==> config.mk <==
export PLATFORM = sky130hd
export DESIGN_NAME = umac_top
export DESIGN_NICKNAME = d
export VERILOG_FILES = /design/src/rtl/umac_pkg.sv /design/src/rtl/umac_map_if.sv /design/src/rtl/umac_area_map.sv /design/src/rtl/umac_top.sv
export SDC_FILE = /design/constraint.sdc
export NUM_CORES = 1
export LEC_CHECK = 0
export ABC_CLOCK_PERIOD_IN_PS = 2500
export BUFFER_PORTS_ARGS = -buffer_cell sky130_fd_sc_hd__buf_2
export CAP_MARGIN = 20
export CORE_UTILIZATION = 39
export CTS_BUF_LIST = sky130_fd_sc_hd__clkbuf_16
export DETAILED_ROUTE_END_ITERATION = 12
export PLACE_DENSITY = 0.79
export SYNTH_ARGS = -nofsm -noshare
export SYNTH_HDL_FRONTEND = slang
export SYNTH_HIERARCHICAL = 1
export SYNTH_SLANG_ARGS = --single-unit
==> constraint.sdc <==
create_clock -name clk -period 2.5 [get_ports clk]
set_input_delay 0.125 -clock clk [delete_from_list [all_inputs] [get_ports clk]]
set_output_delay 0.125 -clock clk [all_outputs]
set_load 0.01 [all_outputs]
==> src/rtl/umac_pkg.sv <==
// umac_pkg: constants shared by the user memory access control block
// assumes: 13 blocks of 32 bits, block address 4 bits wide
package umac_pkg;
    localparam int BLK_W = 4;
    localparam int DATA_W = 32;
    localparam int CODE_W = 20;
    localparam logic [3:0] BLK_LUM_LAST = 4'h3;
    localparam logic [3:0] BLK_ASSIGN_FIRST = 4'h4;
    localparam logic [3:0] BLK_ASSIGN_LAST = 4'h8;
    localparam logic [3:0] BLK_MOD_FIRST = 4'h9;
    localparam logic [3:0] BLK_MOD_LAST = 4'hC;
    localparam logic [3:0] BLK_CTRL = 4'hB;
    localparam logic [3:0] BLK_CODE1 = 4'hC;
    localparam logic [3:0] BLK_CODE2 = 4'h3;
    localparam int CTRL_LSB = 0;
    localparam int CODE_LSB = 0;
    localparam logic [3:0] ASN_ALL1 = 4'h4;
    localparam logic [3:0] ASN_UP4 = 4'h5;
    localparam logic [3:0] ASN_UP5 = 4'h6;
    localparam logic [3:0] ASN_UP6 = 4'h7;
    localparam logic [3:0] ASN_UP7 = 4'h8;
    localparam logic [3:0] ASN_ALL2 = 4'h9;
    localparam logic [7:0] ERR_NO_ACCESS = 8'h0F;
    localparam logic [31:0] MASK_DATA = 32'h00000000;
    localparam logic [7:0] ERR_NONE = 8'h00;
    typedef enum logic [1:0] {
        UMAC_REQ_READ = 2'b00,
        UMAC_REQ_WRITE = 2'b01,
        UMAC_REQ_CODE = 2'b10
    } umac_req_t;
endpackage

==> src/rtl/umac_map_if.sv <==
// umac_map_if: block to area lookup between top and the area mapper
// assumes: single clock, purely combinational lookup
`timescale 1ns/10ps
interface umac_map_if;
    logic [3:0] blk;
    logic [3:0] assign_field;
    logic in_area2;
    modport req (output blk, output assign_field, input in_area2);
    modport map (input blk, input assign_field, output in_area2);
endinterface

==> src/rtl/umac_area_map.sv <==
// umac_area_map: decides whether a user block belongs to the luminaire area
// assumes: assignment field already read from the control block
`timescale 1ns/10ps
module umac_area_map (
    umac_map_if.map m
);
    // number of assignable blocks moved to area 2, counted up from block 04h
    function automatic logic [2:0] moved_count(input logic [3:0] f);
        unique case (f)
            umac_pkg::ASN_UP4: moved_count = 3'h1;
            umac_pkg::ASN_UP5: moved_count = 3'h2;
            umac_pkg::ASN_UP6: moved_count = 3'h3;
            umac_pkg::ASN_UP7: moved_count = 3'h4;
            umac_pkg::ASN_ALL2: moved_count = 3'h5;
            default: moved_count = 3'h0;  // ALL1 and every other value
        endcase
    endfunction

    logic [3:0] offs;
    always_comb begin
        offs = m.blk - umac_pkg::BLK_ASSIGN_FIRST;
        if (m.blk <= umac_pkg::BLK_LUM_LAST) begin
            m.in_area2 = 1'b1;
        end else if (m.blk >= umac_pkg::BLK_MOD_FIRST) begin
            m.in_area2 = 1'b0;
        end else begin
            m.in_area2 = ({1'b0, offs[2:0]} < {1'b0, moved_count(m.assign_field)});
        end
    end
endmodule

==> src/rtl/umac_top.sv <==
// umac_top: access control in front of the 13-block user memory
// assumes: a command decoder presents one request per req_valid pulse, and the
// memory array answers reads combinationally through mem_rd_addr/mem_rd_data
`timescale 1ns/10ps
module umac_top #(
    parameter int NUM_BLOCKS = 13
) (
    input wire logic clk,
    input wire logic sys_rst,
    input wire logic power_off,
    input wire logic req_valid,
    input wire umac_pkg::umac_req_t req_kind,
    input wire logic [3:0] req_blk,
    input wire logic [31:0] req_wdata,
    input wire logic [3:0] req_wbe,
    input wire logic [19:0] req_code,
    output logic [3:0] mem_rd_addr,
    input wire logic [31:0] mem_rd_data,
    input wire logic [19:0] stored_code1,
    input wire logic [19:0] stored_code2,
    input wire logic [3:0] assign_field,
    output logic mem_wr_en,
    output logic [3:0] mem_wr_addr,
    output logic [31:0] mem_wr_data,
    output logic [3:0] mem_wr_be,
    output logic rsp_valid,
    output logic rsp_err,
    output logic [7:0] rsp_err_code,
    output logic [31:0] rsp_data,
    output logic auth1,
    output logic auth2
);
    ////////////////////////////////////////////////////////////////////////////
    umac_map_if map_i ();
    umac_area_map u_map (
        .m(map_i.map)
    );
    assign map_i.blk = req_blk;
    assign map_i.assign_field = assign_field;

    always_comb begin
        mem_rd_addr = req_blk;
    end

    logic blk_ok;
    logic is_code_blk;
    logic match1;
    logic match2;
    logic any_auth;
    logic wr_allowed;
    always_comb begin
        blk_ok = ({28'h0000000, req_blk} < NUM_BLOCKS);
        is_code_blk = (req_blk == umac_pkg::BLK_CODE1) || (req_blk == umac_pkg::BLK_CODE2);
        match1 = (req_code == stored_code1);
        match2 = (req_code == stored_code2);
        any_auth = auth1 || auth2;
        wr_allowed = blk_ok && (auth1 || (auth2 && map_i.in_area2));
    end

    ////////////////////////////////////////////////////////////////////////////
    // authorization flags: sticky until power-off, reset starts locked
    always_ff @(posedge clk or posedge sys_rst) begin
        if (sys_rst) begin
            auth1 <= 1'b0;
            auth2 <= 1'b0;
        end else if (power_off) begin
            auth1 <= 1'b0;
            auth2 <= 1'b0;
        end else if (req_valid && req_kind == umac_pkg::UMAC_REQ_CODE) begin
            // a mismatch leaves earlier grants alone, it only adds nothing
            if (match1) begin
                auth1 <= 1'b1;
            end
            if (match2) begin
                auth2 <= 1'b1;
            end
        end
    end

    ////////////////////////////////////////////////////////////////////////////
    // write path to memory
    always_ff @(posedge clk or posedge sys_rst) begin
        if (sys_rst) begin
            mem_wr_en <= 1'b0;
            mem_wr_addr <= 4'h0;
            mem_wr_data <= 32'h00000000;
            mem_wr_be <= 4'h0;
        end else begin
            mem_wr_en <= req_valid && !power_off && req_kind == umac_pkg::UMAC_REQ_WRITE && wr_allowed;
            mem_wr_addr <= req_blk;
            mem_wr_data <= req_wdata;
            mem_wr_be <= req_wbe;
        end
    end

    ////////////////////////////////////////////////////////////////////////////
    // response path, one cycle after the request
    always_ff @(posedge clk or posedge sys_rst) begin
        if (sys_rst) begin
            rsp_valid <= 1'b0;
            rsp_err <= 1'b0;
            rsp_err_code <= umac_pkg::ERR_NONE;
            rsp_data <= umac_pkg::MASK_DATA;
        end else begin
            rsp_valid <= req_valid && !power_off;
            rsp_err <= 1'b0;
            rsp_err_code <= umac_pkg::ERR_NONE;
            rsp_data <= umac_pkg::MASK_DATA;
            if (req_valid) begin
                unique case (req_kind)
                    umac_pkg::UMAC_REQ_READ: begin
                        // code blocks never leave the chip, not even when authorized
                        if (any_auth && blk_ok && !is_code_blk) begin
                            rsp_data <= mem_rd_data;
                        end else begin
                            rsp_data <= umac_pkg::MASK_DATA;
                        end
                    end
                    umac_pkg::UMAC_REQ_WRITE: begin
                        if (!wr_allowed) begin
                            rsp_err <= 1'b1;
                            rsp_err_code <= umac_pkg::ERR_NO_ACCESS;
                        end
                    end
                    umac_pkg::UMAC_REQ_CODE: begin
                        rsp_err <= 1'b0;
                    end
                    default: begin
                        rsp_err <= 1'b0;
                    end
                endcase
            end
        end
    end
endmodule

==> run metrics <==
Crit. path cell count=10; Sw Pwr=0.6652 mW; pwr/cell area=around 640 nW/µm²; CTS sink count=77; Vias/cell=4.467; Hold Fails Final Rpt=0; post-synthesis register bit count=77; Die Ht=slightly below 90 µm; DRC=0; Tmin final=1945 ps; Hold Path Cell Cnt=2; post-CTS sizing=0; first-pass GRT wire length=12990 µm; Placer Congestion=approximately 0.76; layout cells sized above 1=about 52%; Crit Path Category=input pin to flop; Achievable Freq=0.5143 GHz; DR pass1 iterations=4; slew of the pin with the lowest slew margin=685.3 ps; Synth Instances=208; Die Area=slightly below 8000 µm²; final setup vio count=0; global routing usage on met1=21.78%; Yosys top cell by area=dfrtp_1; initial antenna violation count=1; slowest CP cell=dlygate4sd3_1; most frequent cells in the layout=buf_2 (226), dfrtp_1 (77), dlygate4sd3_1 (44), xor2_1 (34), and2_1 (32); worst-skew pair later-pin latency=320 ps; nets@finish=623; Synth top area share=65.45%; GR Util All Layers=23.31%; crit path DAT=around 2100 ps; most common cell after layout, fill and taps aside=buf_2; delay-heaviest family, CP=buffers and inverters; maximum vdd ir drop=~0.28 mV; Final Slew Violations=0; largest net degree at the start of global routing=41; Worst Setup End Kind=flop; ranking of synthesized cells by area=dfrtp_1 (65%), xor2_1 (10%), and2_1 (6.8%); MaxCap Viol Count=0; Clock Tree Root=clkbuf_16; met2 Track Usage GR=between 40% and 50%; switch share=21.37%; worst-path fanout max=7; Layout area overhead=65.96%; Synth Area in Compound Gates=3.910%; Clk pwr share=around 47%; largest family of logic cells by synthesized area=simple AND/OR/NAND/NOR gates; Critical Path Max Stage Delay=roughly 540 ps; IO buf count=226; I/O pin count=231; part of the power in combinational logic=around an eighth; Distinct cells, synth=31; Avg Inst Size Synth=14.15 µm²; Synth Area in Simple Gates=13.05%; Post-Synth Adder-Cell Area=0.8500%; CTS tree=built; number of CTS-inserted buffers=9; register area share after synthesis=around 65%; Power Internal=2.447 mW; mapped cell area=2944 µm²; crit path cell chain=dlygate4sd3_1 -> buf_2 -> inv_1 -> ha_1 -> a41oi_2 -> o211ai_1 -> o21ai_2 -> a21o_1 -> o21ai_0 -> nor4b_1; Setup crit start kind=input pin; Detailed Route Iter0 Violations=55; ANT nets after route=0; setup ws final=555.4 ps; busiest grt layer=met2; placeable core area=7292 µm²; total wire length=approximately 9300 µm; yosys synthesis warning count=6; vias in the first global route=~2.6k; hold_buf cts=43; Slew headroom=54.26%; worst min-delay path class=input pin to flop; Required @ worst endpoint=2690 ps; Period Utilization, post-route=77.78%; Place WS=about 520 ps; RSZ-0062 raised after global routing=no; die width=88.89 µm; clock-pin slew on the worst setup and hold paths=50 ps; H-tree depth=3; outcome=finished, final reports clean; DR WL/cell=15.89 µm; clk_skew=about 9 ps; Max Root-Sink Buffers=2; Post-Route Setup TNS=0 ps; multiplexer share of the synthesized area=0%; Pleak=2.681 nW; FP Rows=31; Initial Util=around two fifths; total grt overflow=0; sequential share of power=41.5%; GR Util met3=6.810%; Worst R2R Path Depth=3; CP bufs+invs=3; post-synthesis xor/xnor area fraction=11.90%; DP HPWL=just over 6000 µm; number of setup buffers added after CTS=0; Vias=roughly 2.6k
power by group through the flow:
stage	registers, mW	clock network (mW)	logic (mW)
6_report	1.29	1.46	0.367
5_1_grt	1.29	1.54	0.401
4_1_cts	1.29	1.47	0.363
3_5_place_dp	1.31	0	0.306
3_3_place_gp	1.31	0	0.296
2_1_floorplan	1.33	0	0.105
state kept, by name, summed over array words and instances, names as in the netlist:
register	count
auth2	1
mem_wr_data	32
rsp_valid	1
rsp_err_code	1
auth1	1
mem_wr_addr	4
rsp_data	32
mem_wr_en	1
mem_wr_be	4
metal layers:
metal / vias up / routed length [µm]
met5: - / 0
li1: 1204 / -
met4: 0 / 271
met1: 1227 / 3063
met3: 22 / 737
met2: 156 / 5209
cell families (layout without fill, tap and decap cells):
group | Yosys count | count (layout)
AO/OA/AOI/OAI | 10 | 10
XOR/XNOR | 40 | 40
adder cells (fa/ha/maj) | 2 | 2
buffers and inverters | 19 | 292
flip-flops | 77 | 77
other | 1 | 5
AND/OR/NAND/NOR | 59 | 59
worst paths after layout:
path / slack, ps / from / end
setup / recovery: 560 / req_blk[2] / mem_wr_en
hold reg to reg: 570 / auth1 / auth1
setup reg to reg: 1050 / auth2 / rsp_data[27]
hold / removal: 10 / mem_rd_data[13] / rsp_data[13]
min in group asynchronous: 450 / sys_rst / mem_wr_data[4]
max in group asynchronous: 1320 / sys_rst / mem_wr_data[2]
synthesized netlist by cell type (all sizes together):
cell    count
nor4        6
a41oi       1
and4b       1
nand4       4
o221ai      1
or2b        1
xor2       34
nor2        2
and2       32
or3b        1
xnor2       6
nand2       1
inv         4
o21ai       2
nor4b       1
a21o        1
nand3b      1
o41ai       2
o211ai      2
ha          2
dfrtp      77
nor3        3
buf        15
conb        1
nand2b      4
a31oi       1
nor3b       2
stage by stage:
step | total power, mW | hold slack [ps] | area (µm²) | utilization [%] | std cells
final | 3.112 | 10.69 | 4886 | 67.00 | 584
after detailed placement | 1.618 | 234.4 | 4103 | 56.26 | 523
after global routing | 3.231 | 2.020 | 4886 | 67.00 | 584
after CTS | 3.120 | 0.1125 | 4873 | 66.83 | 582
after global placement | 1.606 | 228.9 | 4103 | 56.26 | 523
after floorplan | 1.437 | 156.4 | 2955 | - | 211
final cells by class:
class / instances / area, µm²
well taps: 99 / 123.9
diodes: 1 / 2.502
clock buffers: 9 / 225.2
clock inverters: 7 / 115.1
fillers: 551 / 2406
inverters: 4 / 16.27
multi-input cells: 115 / 889.6
flip-flops and latches: 77 / 1927
repair buffers: 272 / 1587
(Power assumes the default switching activity.)
